$ cat src/verilog/dac_cmd_pkg.sv
/*
  Shared constants and types for the converter's command register block:
  serial frame layout, register addresses, command bit positions and reset values.
  Assumes a single 40 MHz ref_clk domain in every user of this package.
*/
package dac_cmd_pkg;

  // Serial frame geometry.
  localparam int          FRAME_BITS  = 24;
  localparam int          CNT_W       = 5;
  localparam logic [4:0]  FRAME_LEN   = 5'h18;

  // Register addresses carried in the frame address field.
  localparam logic [3:0]  ADDR_CMD    = 4'h0;
  localparam logic [1:0]  DAC_ADDR_HI = 2'h1;

  // Command register bit positions.
  localparam int          BIT_READ_SEL  = 15;
  localparam int          BIT_LATCH_UPD = 14;
  localparam int          BIT_SOFT_RST  = 13;
  localparam int          BIT_PD_A      = 12;
  localparam int          BIT_PD_B      = 11;
  localparam int          BIT_GPIO1     = 9;
  localparam int          BIT_GPIO0     = 8;
  localparam int          BIT_SDO_DIS   = 7;

  // Reset value and the bits that actually hold state. The strobes, the
  // reserved bits and the no-op bit are not stored. The pin bits are stored
  // for the pin drive but read back as live pin levels.
  localparam logic [15:0] CMD_RESET      = 16'h033C;
  localparam logic [15:0] CMD_STORE_MASK = 16'h9BBC;
  localparam logic [15:0] DATA_RESET     = 16'h0000;
  localparam logic [1:0]  GPIO_RESET     = 2'h3;

  typedef logic [15:0] word_t;
  typedef logic [3:0][15:0] latch_bank_t;

  typedef struct packed {
    logic       rw;
    logic [2:0] pad;
    logic [3:0] addr;
    word_t      data;
  } frame_t;

  typedef struct packed {
    logic [1:0] oe;
    logic [1:0] o;
  } gpio_drive_t;

  function automatic logic is_dac_addr(input logic [3:0] addr);
    return addr[3:2] == DAC_ADDR_HI;
  endfunction

endpackage

$ cat src/verilog/dac_command_register_upper.sv
/*
  Command register upper byte of a four-channel converter, with the channel
  input registers and latches it steers, the readback path and the two
  open-drain general-purpose pins.
  The frame port shifts the serial frames; this module decodes them, keeps
  the command word and steers the channel latches.
  Assumes all pins are synchronous to ref_clk and the pad logic resolves the
  open-drain pins from gpio_drive.oe. The power-down levels and gain select
  go to the analog section, which is outside this block.
*/
`timescale 1ns/1ps
module dac_command_register_upper
  import dac_cmd_pkg::*;
(
  input  wire logic                ref_clk,
  input  wire logic                srst,
  input  wire logic                sclk,
  input  wire logic                cs_n,
  input  wire logic                sdi,
  output logic                     sdo,
  output logic                     sdo_oe,
  input  wire logic                load_strobe_pin_n,
  input  wire logic [1:0]          gpio_in,
  output dac_cmd_pkg::gpio_drive_t gpio_drive,
  output logic                     group_a_powerdown,
  output logic                     group_b_powerdown,
  output dac_cmd_pkg::latch_bank_t dac_latch,
  output logic [3:0]               gain_sel
);
  import dac_cmd_pkg::*;

  // One-hot select of a channel number.
  function automatic logic [3:0] chan_onehot(input logic [1:0] ch);
    logic [3:0] sel;
    sel     = 4'h0;
    sel[ch] = 1'b1;
    return sel;
  endfunction

  // Readback image of the command word. The strobes and reserved bits come
  // back as zero and the pin bits show the live levels, so a host can tell
  // a pin held low from outside from one that it drives itself.
  function automatic word_t cmd_image(input word_t stored, input logic [1:0] pins);
    word_t img;
    img                      = stored & CMD_STORE_MASK;
    img[BIT_GPIO1:BIT_GPIO0] = pins;
    return img;
  endfunction

  // Reply word for an address: the command image, a channel register, or
  // zero for every address that this block does not hold.
  function automatic word_t reply_word(input logic [3:0] addr, input word_t cmd_img,
                                       input word_t chan_word);
    if (addr == ADDR_CMD) begin
      return cmd_img;
    end
    if (is_dac_addr(addr)) begin
      return chan_word;
    end
    return DATA_RESET;
  endfunction

  word_t        cmd_q;
  latch_bank_t  input_q;
  latch_bank_t  latch_q;
  logic [3:0]   written_q;
  logic         strobe_q;
  logic         soft_rst_q;
  logic         rd_pending_q;
  logic [3:0]   rd_addr_q;

  frame_t       rx_frame;
  frame_t       tx_frame;
  logic         frame_done;

  // The software reset pulse lands one cycle after the frame that asked
  // for it, so the frame itself finishes cleanly before state is cleared.
  wire dev_rst = srst | soft_rst_q;

  serial_frame_port u_port (
    .ref_clk     (ref_clk),
    .srst        (dev_rst),
    .sclk        (sclk),
    .cs_n        (cs_n),
    .sdi         (sdi),
    .sdo_disable (cmd_q[BIT_SDO_DIS]),
    .tx_frame    (tx_frame),
    .sdo         (sdo),
    .sdo_oe      (sdo_oe),
    .frame_done  (frame_done),
    .rx_frame    (rx_frame)
  );

  wire       wr_frame   = frame_done & ~rx_frame.rw;
  wire       rd_frame   = frame_done & rx_frame.rw;
  wire       cmd_wr     = wr_frame & (rx_frame.addr == ADDR_CMD);
  wire       dac_wr     = wr_frame & is_dac_addr(rx_frame.addr);
  wire [1:0] wr_ch      = rx_frame.addr[1:0];

  // The update bit only acts while the strobe pin is high; it is never stored.
  wire ld_pulse    = cmd_wr & rx_frame.data[BIT_LATCH_UPD] & load_strobe_pin_n;
  wire sw_rst_req  = cmd_wr & rx_frame.data[BIT_SOFT_RST];
  wire strobe_fall = strobe_q & ~load_strobe_pin_n;
  wire do_update   = ld_pulse | strobe_fall;

  // Strobe bits, the reserved bits and pin bits read as zero or live levels.
  wire word_t cmd_read = cmd_image(cmd_q, gpio_in);

  wire word_t dac_read = cmd_q[BIT_READ_SEL] ? latch_q[rd_addr_q[1:0]]
                                             : input_q[rd_addr_q[1:0]];

  wire word_t rd_word  = reply_word(rd_addr_q, cmd_read, dac_read);

  assign tx_frame = rd_pending_q ? frame_t'{1'b0, 3'h0, rd_addr_q, rd_word}
                                 : frame_t'(24'h000000);

  assign group_a_powerdown = cmd_q[BIT_PD_A];
  assign group_b_powerdown = cmd_q[BIT_PD_B];
  // The pins are open drain: the output level is always low and only the
  // enable follows the register, so a written one floats the pin.
  assign gpio_drive        = '{oe: ~cmd_q[BIT_GPIO1:BIT_GPIO0], o: 2'h0};
  assign dac_latch         = latch_q;
  assign gain_sel          = cmd_q[5:2];

  // The pulse drives the device reset, so only srst may clear it; it drops
  // by itself after one cycle, and the bit reads back as zero because it is never stored.
  always_ff @(posedge ref_clk) begin
    if (srst) begin
      soft_rst_q <= 1'b0;
    end else begin
      soft_rst_q <= sw_rst_req & ~soft_rst_q;
    end
  end

  // Only bits that hold state are kept; the strobes act on the write itself
  // and leave nothing behind in the stored word.
  always_ff @(posedge ref_clk) begin
    if (dev_rst) begin
      cmd_q <= CMD_RESET;
    end else if (cmd_wr) begin
      cmd_q <= (rx_frame.data & CMD_STORE_MASK) | 16'h0000;
    end
  end

  // A read command only arms the reply; the word is gathered when the next
  // frame opens, so the pin bits show their levels at that moment.
  always_ff @(posedge ref_clk) begin
    if (dev_rst) begin
      rd_pending_q <= 1'b0;
      rd_addr_q    <= ADDR_CMD;
    end else if (frame_done) begin
      rd_pending_q <= rd_frame;
      rd_addr_q    <= rx_frame.addr;
    end
  end

  // A pin held low through reset looks like a fall once reset ends; that is
  // harmless because no channel has a pending write at that point.
  always_ff @(posedge ref_clk) begin
    if (dev_rst) begin
      strobe_q <= 1'b1;
    end else begin
      strobe_q <= load_strobe_pin_n;
    end
  end

  // One-hot mark of the channel that a data frame writes and a mask of the
  // channels that reload on this update.
  wire [3:0] ch_wr_sel = dac_wr ? chan_onehot(wr_ch) : 4'h0;
  wire [3:0] ch_load   = do_update ? written_q : 4'h0;

  // A write landing in the same cycle as an update keeps its pending mark,
  // so the new value waits for the next update instead of being lost.
  always_ff @(posedge ref_clk) begin
    if (dev_rst) begin
      written_q <= 4'h0;
    end else begin
      written_q <= ch_wr_sel | (written_q & ~ch_load);
    end
  end

  always_ff @(posedge ref_clk) begin
    if (dev_rst) begin
      input_q <= '0;
    end else begin
      for (int i = 0; i < 4; i++) begin
        if (ch_wr_sel[i]) begin
          input_q[i] <= rx_frame.data;
        end
      end
    end
  end

  // Channels without a pending write keep their latch, which spares their
  // outputs a needless glitch on every update.
  always_ff @(posedge ref_clk) begin
    if (dev_rst) begin
      latch_q <= '0;
    end else begin
      for (int i = 0; i < 4; i++) begin
        if (ch_load[i]) begin
          latch_q[i] <= input_q[i];
        end
      end
    end
  end

endmodule

$ cat src/verilog/serial_frame_port.sv
/*
  Serial frame port: shifts a 24-bit frame in on sclk rising edges and a
  reply frame out on sclk falling edges while cs_n is low.
  Assumes sclk, cs_n and sdi are synchronous to ref_clk and sclk runs well
  below half the ref_clk rate.
*/
`timescale 1ns/1ps
module serial_frame_port
  import dac_cmd_pkg::*;
(
  input  wire logic              ref_clk,
  input  wire logic              srst,
  input  wire logic              sclk,
  input  wire logic              cs_n,
  input  wire logic              sdi,
  input  wire logic              sdo_disable,
  input  dac_cmd_pkg::frame_t    tx_frame,
  output logic                   sdo,
  output logic                   sdo_oe,
  output logic                   frame_done,
  output dac_cmd_pkg::frame_t    rx_frame
);
  import dac_cmd_pkg::*;

  logic              sclk_q;
  logic              cs_n_q;
  logic [CNT_W-1:0]  cnt_q;
  frame_t            in_q;
  frame_t            out_q;

  wire sclk_rise  = sclk & ~sclk_q & ~cs_n;
  wire sclk_fall  = ~sclk & sclk_q & ~cs_n;
  wire cs_start   = ~cs_n & cs_n_q;
  wire cs_end     = cs_n & ~cs_n_q;

  // A frame of any other length is dropped whole rather than half applied.
  assign frame_done = cs_end & (cnt_q == FRAME_LEN);
  assign rx_frame   = in_q;
  assign sdo        = out_q[FRAME_BITS-1];
  assign sdo_oe     = ~cs_n & ~sdo_disable;

  always_ff @(posedge ref_clk) begin
    if (srst) begin
      sclk_q <= 1'b0;
      cs_n_q <= 1'b1;
      cnt_q  <= '0;
      in_q   <= '0;
      out_q  <= '0;
    end else begin
      sclk_q <= sclk;
      cs_n_q <= cs_n;
      if (cs_start) begin
        cnt_q <= '0;
        out_q <= tx_frame;
      end else begin
        if (sclk_rise) begin
          in_q  <= {in_q[FRAME_BITS-2:0], sdi};
          // The count stops at all ones, so an overlong frame never matches.
          cnt_q <= (&cnt_q) ? cnt_q : cnt_q + 5'h01;
        end
        if (sclk_fall) begin
          out_q <= {out_q[FRAME_BITS-2:0], 1'b0};
        end
      end
    end
  end

endmodule
$ cat config.mk
export PLATFORM = sky130hd
export DESIGN_NAME = dac_command_register_upper
export DESIGN_NICKNAME = d
export VERILOG_FILES = /design/src/verilog/dac_cmd_pkg.sv /design/src/verilog/dac_command_register_upper.sv /design/src/verilog/serial_frame_port.sv
export SDC_FILE = /design/constraint.sdc
export NUM_CORES = 1
export LEC_CHECK = 0
export BUFFER_PORTS_ARGS = -buffer_cell sky130_fd_sc_hd__buf_2
export CAP_MARGIN = 20
export CORE_ASPECT_RATIO = 1.1
export CORE_UTILIZATION = 45
export CTS_CLUSTER_DIAMETER = 60
export CTS_CLUSTER_SIZE = 10
export DETAILED_ROUTE_END_ITERATION = 7
export PLACE_DENSITY = 0.75
export SYNTH_ARGS = -nofsm -noshare
export SYNTH_HDL_FRONTEND = slang
export SYNTH_SLANG_ARGS = --single-unit
$ cat constraint.sdc
create_clock -name ref_clk -period 1.92 [get_ports ref_clk]
set_clock_uncertainty 0.15 [all_clocks]
set_input_delay 0.576 -clock ref_clk [delete_from_list [all_inputs] [get_ports ref_clk]]
set_output_delay 0.576 -clock ref_clk [all_outputs]
set_load 0.05 [all_outputs]
==> results of run 1 <==
## sequential cells by signal, indices dropped and copies added (netlist names), 4 cells and up
register	count
cmd_q	10
dac_latch	64
input_q	64
rd_addr_q	4
u_port.cnt_q	5
u_port.out_q	23
u_port.rx_frame	24
written_q	4
## worst register-to-register path: cells and delay by family (launching register included)
kind / cells / cell delay [ns]
compound gates: 1 / 0.19
mux: 1 / 0.21
flops: 1 / 0.33
fa+ha+maj: 1 / 0.14
buf+inv: 4 / 0.51
simple gates: 2 / 0.36
## through the flow
stage	instances	total power, W
after global routing	1307	0.00875
after global placement	1263	0.00466
after detailed placement	1263	0.00467
after floorplan	960	0.00456
after CTS	1302	0.00855
final	1307	0.00854
## layout by cell type (no fill, tap or decap), drive strengths merged, types with 7 or more instances in the layout
cell type and n:
nor2 55, a22oi 15, nand2 208, mux4 20
dfxtp 204, a21oi 44, buf 149, nand3 47
mux2i 139, a31oi 7, o21ai 52, nor2b 7
clkbuf 39
## cells by family after synthesis
logic type | synth area share [%]
xor gates and xnor gates | 0.294
and+or+nand+nor | 16.9
AOI/OAI and AO/OA | 9.41
DFF | 45.7
adders and majority gates | 0.420
other | 0.0420
buffers and inverters | 5.84
muxes | 21.4
## cell type report
type / instances / area share, %
multi-input cells: 663 / 40.6
flip-flops and latches: 204 / 37.0
repair buffers: 163 / 13.7
clock buffers: 25 / 5.66
well taps: 247 / 2.80
inverters: 4 / 0.136
clock inverters: 1 / 0.0792
## repair_timing
action	in CTS	in global routing
endpoints found under the hold margin	0	0
gates resized for setup	32	39
buffers inserted	9	2
pin swaps	7	2
setup endpoints to repair	83	103
gates cloned	4	4
## routing by layer
metal / share of wire, % / up-vias / global-route usage (%) / routed length (um)
met4: 4.8 / 0 / 10.5 / 1310
met1: 40 / 3667 / 33.0 / 10900
met3: 8.8 / 101 / 4.51 / 2400
met2: 47 / 429 / 41.6 / 12700
li1: - / 3500 / - / -
met5: 0 / - / 0 / 0
## worst max path at each step
stage                                       from                          to  cells past startpoint  slack, ns
floorplan                                   cs_n  dac_latch[26]$_SDFFE_PP0P_                      7      0.003
global placement                            cs_n  dac_latch[44]$_SDFFE_PP0P_                      6      -0.14
detailed placement                          cs_n  dac_latch[40]$_SDFFE_PP0P_                      6      -0.21
CTS                 u_port.cnt_q[1]$_SDFFE_PP0P_  dac_latch[51]$_SDFFE_PP0P_                      9      -0.03
global route        u_port.cnt_q[1]$_SDFFE_PP0P_  dac_latch[59]$_SDFFE_PP0P_                      9      -0.11
finish              u_port.cnt_q[1]$_SDFFE_PP0P_  dac_latch[51]$_SDFFE_PP0P_                      9      -0.05
## where the power goes
part	internal, W	switching [W]
logic	0.000116	0.000202
registers	0.00426	0.0000153
clock network	0.00228	0.00167
total	0.00665	0.00189
==> flow_summary.toml, run 1 <==
[place]
dp_hpwl_um = 16900
finalWeightedCongestion = 0.810
portBuffers = 81
post-place-ws_ns = -0.214
placed_cell_area_um2 = 9920

[logic_synthesis]
syn_inst = 959
syn_area_per_cell_um2 = 9.31
synth_seq_cells = 204
yosys-top-cells-area = "dfxtp_1 (46%), mux2i_1 (16%), nand2_1 (8.7%)"
synth.most_common_cell = "nand2_1"
synth-edff-count = 0
yosysSeqAreaShare_pct = 45.7
ys.flop_type = "dfxtp_1"
syn_area_um2 = 8930
synthDistinctLibCells = 51
synth.top_cell.area_share_pct = 45.7
synth_async_sr_flop_share_pct = 0
synth.largest_area_cell = "dfxtp_1"
yosysWarnings = 0
yosys-top-cells-count = "nand2_1 (208), dfxtp_1 (204), mux2i_1 (139), nor2_1 (55)"

[timing]
finalMaxSlewViolations = 0
fin_crit_sh_pct = 103
fmax_mhz = 507
tightest_slew_ns = 0.557
setup_viol = 31
setup_slack_ns = -0.0531
fin_hold_ws_ns = 0.165
final_hold_viol_count = 0
fin_tns_setup_ns = -0.620
fin_crit_ns = 1.97
rsz0062_at_grt = "true"
maxSlewHeadroom_pct = 62.9

[pwr]
vdd_drop_max_v = 0.000632
powerDensity_nw_per_um2 = 772
p_leak_nw = 4.11

[critical_path]
r2r-start = "u_port.cnt_q[1]$_SDFFE_PP0P_"
crit_path_top_delay_cell = "dfxtp_2"
timing_worst_setup_path_type = "reg2reg"
crit_buf_inv = 4
required_ns = 2.20
reg2reg_slack_ns = -0.05
reg2reg_depth = 9
cpLargestDelayFamily = "buffers and inverters"
cpMostUsedCell = "buf_12"
r2r_end = "dac_latch[51]$_SDFFE_PP0P_"
critPathCaptureType = "register"
worst_setup_path_start_kind = "register"
worstPathArrival_ns = 2.25
cp_cell_sequence = "inv_2 -> ha_4 -> and4bb_4 -> nand4_4 -> buf_6 -> a21boi_4 -> buf_12 -> buf_12 -> mux2i_2"
cpPeakStageDelay_ns = 0.33
crit_path_max_fanout = 7

[final_layout]
diodes = 0
syn_to_final_growth_pct = 23.8
drive_gt1_share_pct = 23.3
finish.utilization_pct = 57.3
multi_input_area_um2 = 4490
fin_nets = 1071
fillCellCount = 1568
final_area_um2 = 11100
regArea_um2 = 4090

[outcome]
status = "finished, violations left"
violations = "setup timing"

[clock_network]
insertion_delay_ns = 0.51
cts_max_level = 1
clkTransAtPathRegs_ns = 0.06
numCtsBuffers = 24
clock_path_buffers = 3
cts_sinks = 204
clockRootBuffer = "clkbuf_16"
cts_hold_buf = 0
cts_tree = "yes"

[routing]
dr.pass1.iters = 5
wire_per_inst_um = 20.9
wirelength_um = 27300
num_vias = 7697
ant_nets = 0
drt-vias-per-instance = 5.89
drc = 0
dr.first_iter.drc_count = 847

[worst_hold_path]
min_path_cells = 2
timing.hold.worst_endpoint = "strobe_q$_SDFF_PP1_"
min_path_type = "in2reg"
worstHoldStart = "load_strobe_pin_n"

[floorplanning]
initial_core_util_pct = 46.3
rows = 53
die_w_um = 136
io_pins = 84
core_um2 = 19300
die_h_um = 150
dieArea_um2 = 20400

[run]
drv_cap = 0

[grt]
antenna_found_initial = 0
grt_pass1_wl_um = 40200
gr-total-overflow = 0
grt_pass1_vias = 7327
grt_util_all_layers_pct = 25.5
grt_start_max_net_pins = 67
(Power assumes the default switching activity.)
==> inputs of run 2 (changes only) <==
GPL_TIMING_DRIVEN = 0   (was unset)
==> flow_summary.toml, run 2 (synthesized netlist as in run 1, its figures left out) <==
[outcome]
status = "finished, violations left"
violations = "setup timing"

[run]
drv_cap = 0

[timing]
finalMaxSlewViolations = 0
final_hold_viol_count = 0
fmax_mhz = 497
setup_slack_ns = -0.0940
maxSlewHeadroom_pct = 53.2
fin_hold_ws_ns = 0.150
rsz0062_at_grt = "true"
fin_crit_sh_pct = 105
setup_viol = 53
fin_tns_setup_ns = -2.05
fin_crit_ns = 2.01
tightest_slew_ns = 0.702

[final_layout]
fillCellCount = 1549
final_cell_mix = "nand2_1 (205), dfxtp_1 (195), mux2i_1 (127)"
multi_input_area_um2 = 4620
syn_to_final_growth_pct = 27.1
drive_gt1_share_pct = 27.1
regArea_um2 = 4100
mostFrequentLayoutCell = "nand2_1"
diodes = 0
fin_nets = 1110
finish.utilization_pct = 58.8

[routing]
wl_met2_um = 13900
drc = 0
dr.first_iter.drc_count = 913
wirelength_um = 30600
routed-wl-met3_um = 3180
met1Wirelength_um = 11700
num_vias = 8156
ant_nets = 0
wire_per_inst_um = 22.7
dr.pass1.iters = 6
drt-vias-per-instance = 6.05
routed.top_layer = "met4"

[critical_path]
timing_worst_setup_path_type = "reg2reg"
reg2reg_slack_ns = -0.09
crit_path_max_fanout = 7
cp_cell_sequence = "and2_1 -> nand4_4 -> buf_12 -> a21boi_2 -> buf_6 -> buf_6 -> mux2i_1"
cpLargestDelayFamily = "flip-flops"
worst_setup_path_start_kind = "register"
cpMostUsedCell = "buf_6"
crit_buf_inv = 3
critPathCaptureType = "register"
crit_path_top_delay_cell = "dfxtp_1"
worstPathArrival_ns = 2.30
cpPeakStageDelay_ns = 0.58
required_ns = 2.20

[place]
dp_hpwl_um = 20000
finalWeightedCongestion = 0.912
portBuffers = 81
post-place-ws_ns = -0.565

[worst_hold_path]
min_path_type = "in2reg"

[pwr]
powerDensity_nw_per_um2 = 755
finalPower_w = 0.00857
vdd_drop_max_v = 0.000673
p_leak_nw = 4.26

[grt]
grt_pass1_vias = 7795
antenna_found_initial = 0
grt_util_all_layers_pct = 29.5
gr-total-overflow = 0
grt_pass1_wl_um = 45200
grt_start_max_net_pins = 12

[floorplanning]
rows = 53
die_w_um = 136
dieArea_um2 = 20400
io_pins = 84
core_um2 = 19300
die_h_um = 150
initial_core_util_pct = 46.3

[clock_network]
numCtsBuffers = 24
cts_sinks = 204
cts_max_level = 1
cts_tree = "yes"
clockRootBuffer = "clkbuf_16"
insertion_delay_ns = 0.51
clock_path_buffers = 3
clkTransAtPathRegs_ns = 0.06
==> run 2: changes by cell type in the layout (fill, tap and decap cells not counted), sizes merged <==
cell / previous run / this run
buf: 149 / 146
clkbuf: 39 / 81
clkinvlp: 0 / 1
clkinv: 1 / 0
bufbuf: 0 / 1
==> run 2: final cells by class <==
| type | count | area share, % |
|---|---|---|
| buffer | 82 | 5.96 |
| clock buffer | 26 | 5.54 |
| clock inverter | 1 | 0.0661 |
| inverter | 4 | 0.176 |
| multi-input combinational | 663 | 40.7 |
| sequential | 204 | 36.1 |
| tap | 247 | 2.72 |
| timing repair buffer | 120 | 8.72 |
==> run 2: path summary, 6_finish.rpt <==
| check | from | to | depth (start not counted) |
|---|---|---|---|
| setup / recovery | u_port.rx_frame[14]$_SDFFE_PP0P_ | dac_latch[2]$_SDFFE_PP0P_ | 7 |
| hold / removal | load_strobe_pin_n | strobe_q$_SDFF_PP1_ | 2 |
| setup reg to reg | u_port.rx_frame[14]$_SDFFE_PP0P_ | dac_latch[2]$_SDFFE_PP0P_ | 7 |
| hold reg to reg | u_port.rx_frame[22]$_SDFFE_PP0P_ | u_port.rx_frame[23]$_SDFFE_PP0P_ | 2 |
==> run 2: power breakdown <==
part | switching [W] | internal [W]
sequential | 0.0000203 | 0.00426
clock | 0.00167 | 0.00228
combinational | 0.000247 | 0.0000986
total | 0.00193 | 0.00664
==> run 2: through the flow <==
stage | instance area, um^2 | std cells
after floorplan | 8990 | 960
after global placement | 9700 | 1288
after detailed placement | 9700 | 1288
after CTS | 11000 | 1341
after global routing | 11400 | 1347
final | 11400 | 1347
==> run 2: what timing repair did <==
| item | in CTS | in global routing |
|---|---|---|
| pin swaps | 12 | 13 |
| setup buffers | 25 | 7 |
| gates resized for setup | 106 | 88 |
| cloned | 4 | 3 |
| hold buffers | 0 | 0 |
| endpoints found under the setup margin | 194 | 177 |
==> run 2: layer usage <==
| layer | vias to the layer above | global-route usage, % |
|---|---|---|
| li1 | 3589 | - |
| met5 | - | 0 |
| met2 | 546 | 47.5 |
| met3 | 129 | 6.54 |
| met4 | 0 | 15.2 |
| met1 | 3892 | 36.9 |
==> inputs of run 3 (changes only) <==
--- a/config.mk
+++ b/config.mk
@@ -7,5 +7,5 @@
 export LEC_CHECK = 0
 export BUFFER_PORTS_ARGS = -buffer_cell sky130_fd_sc_hd__buf_2
-export CAP_MARGIN = 20
+export CAP_MARGIN = 25
 export CORE_ASPECT_RATIO = 1.1
 export CORE_UTILIZATION = 45
@@ -15,4 +15,5 @@
 export GPL_TIMING_DRIVEN = 0
 export PLACE_DENSITY = 0.75
+export RECOVER_POWER = 50
 export SYNTH_ARGS = -nofsm -noshare
 export SYNTH_HDL_FRONTEND = slang
--- a/constraint.sdc
+++ b/constraint.sdc
@@ -3,3 +3,3 @@
 set_input_delay 0.576 -clock ref_clk [delete_from_list [all_inputs] [get_ports ref_clk]]
 set_output_delay 0.576 -clock ref_clk [all_outputs]
-set_load 0.05 [all_outputs]
+set_load 0.005 [all_outputs]
==> flow_summary.toml, run 3 (synthesized netlist as in run 1, its figures left out) <==
[critical_path]
r2r_end = "dac_latch[45]$_SDFFE_PP0P_"
crit_path_start = "u_port.cs_n_q$_SDFF_PP1_"
crit_path_max_fanout = 8
required_ns = 2.20
r2r-start = "u_port.cs_n_q$_SDFF_PP1_"
worstPathArrival_ns = 2.25
worst_setup_path_start_kind = "register"
reg2reg_depth = 8
timing_worst_setup_path_type = "reg2reg"
reg2reg_slack_ns = -0.05
critPathCaptureType = "register"

[run]
drv_cap = 0

[routing]
num_vias = 7933
drt-vias-per-instance = 5.87
drc = 0
wirelength_um = 29700
dr.pass1.iters = 7
ant_nets = 0
dr.first_iter.drc_count = 901
wire_per_inst_um = 22.0

[final_layout]
finish.utilization_pct = 58.0
final_cell_mix = "nand2_1 (207), dfxtp_1 (199), mux2i_1 (130)"
regArea_um2 = 4090
layoutNonFillerInstCount = 1352
final_area_um2 = 11200
diodes = 0
syn_to_final_growth_pct = 25.2
mostFrequentLayoutCell = "nand2_1"
multi_input_area_um2 = 4550
fin_nets = 1115
fillCellCount = 1586
drive_gt1_share_pct = 25.8

[timing]
finalMaxSlewViolations = 0
rsz0062_at_grt = "true"
fin_tns_setup_ns = -0.269
setup_slack_ns = -0.0485
maxSlewHeadroom_pct = 53.8
fin_hold_ws_ns = 0.151
tightest_slew_ns = 0.694
final_hold_viol_count = 0
fin_crit_ns = 1.97
fin_crit_sh_pct = 103
setup_viol = 17
fmax_mhz = 508

[outcome]
violations = "setup timing"
status = "finished, violations left"

[grt]
antenna_found_initial = 1
grt_pass1_vias = 7599
grt_use_met1_pct = 35.3
gr-total-overflow = 0
grt_start_max_net_pins = 12
global_route.usage.met2_pct = 44.8
grt_pass1_wl_um = 43300
grt.busiest_layer = "met2"
grt_util_all_layers_pct = 28.4
use_met3_pct = 7.32

[floorplanning]
io_pins = 84
rows = 53
initial_core_util_pct = 46.3
dieArea_um2 = 20400
core_um2 = 19300
die_h_um = 150
die_w_um = 136

[clock_network]
clkTransAtPathRegs_ns = 0.06
numCtsBuffers = 24
cts_hold_buf = 0
clock_path_buffers = 3
cts_max_level = 1
cts_tree = "yes"
clockRootBuffer = "clkbuf_16"
cts_sinks = 204
insertion_delay_ns = 0.51

[worst_hold_path]
timing.hold.worst_endpoint = "strobe_q$_SDFF_PP1_"
worstHoldStart = "load_strobe_pin_n"
min_path_cells = 2
min_path_type = "in2reg"

[place]
place_inst = 1288
placed_cell_area_um2 = 9700
portBuffers = 81
dp_hpwl_um = 19800
finalWeightedCongestion = 0.916

[pwr]
powerDensity_nw_per_um2 = 765
vdd_drop_max_v = 0.000513
p_leak_nw = 4.26
==> run 3: metrics by stage <==
| step | worst slack [ns] | power (W) |
|---|---|---|
| after floorplan | 0.00339 | 0.00455 |
| after global placement | -0.539 | 0.00466 |
| after detailed placement | -0.553 | 0.00466 |
| after CTS | -0.0186 | 0.00854 |
| after global routing | -0.107 | 0.00875 |
| final | -0.0485 | 0.00856 |
==> run 3: how the worst max path moves through the flow <==
stage,slack [ns],endpoint
global placement,-0.54,u_port.out_q[5]$_SDFFE_PP0P_
CTS,-0.02,u_port.out_q[5]$_SDFFE_PP0P_
detailed placement,-0.55,u_port.cnt_q[1]$_SDFFE_PP0P_
finish,-0.05,dac_latch[45]$_SDFFE_PP0P_
floorplan,0.003,dac_latch[26]$_SDFFE_PP0P_
global route,-0.11,dac_latch[59]$_SDFFE_PP0P_
==> run 3: power by group <==
part           switching (W)  internal [W]
registers          0.0000170       0.00426
logic               0.000228     0.0000963
clock network        0.00168       0.00228
==> run 3: critical path, cell delays in order, from the launching register on <==
cell and delay (ns):
dfxtp_2 0.32, buf_6 0.13, and4bb_1 0.27, buf_6 0.14, nand4_4 0.15, a21boi_2 0.20
buf_6 0.16, buf_12 0.14, mux2i_2 0.23
==> run 3: repair_timing <==
| item | CTS | global route |
|---|---|---|
| pin swaps | 7 | 14 |
| gates cloned | 2 | 6 |
| setup buffers | 21 | 13 |
| setup endpoints to repair | 184 | 156 |
| gates resized for setup | 75 | 53 |
| endpoints found under the hold margin | 0 | 0 |
==> run 3: layer usage <==
layer	vias up	routed length (um)
met2	471	13600
li1	3580	-
met3	127	2700
met5	-	12
met1	3753	11700
met4	2	1710
==> run 3: final cells by class <==
type	count	area share, %
clock inverters	1	0.0671
clock buffers	26	5.63
plain buffers	84	5.98
repair buffers	123	8.18
multi-input cells	663	40.7
well taps	247	2.76
flip-flops and latches	204	36.6
inverters	4	0.134
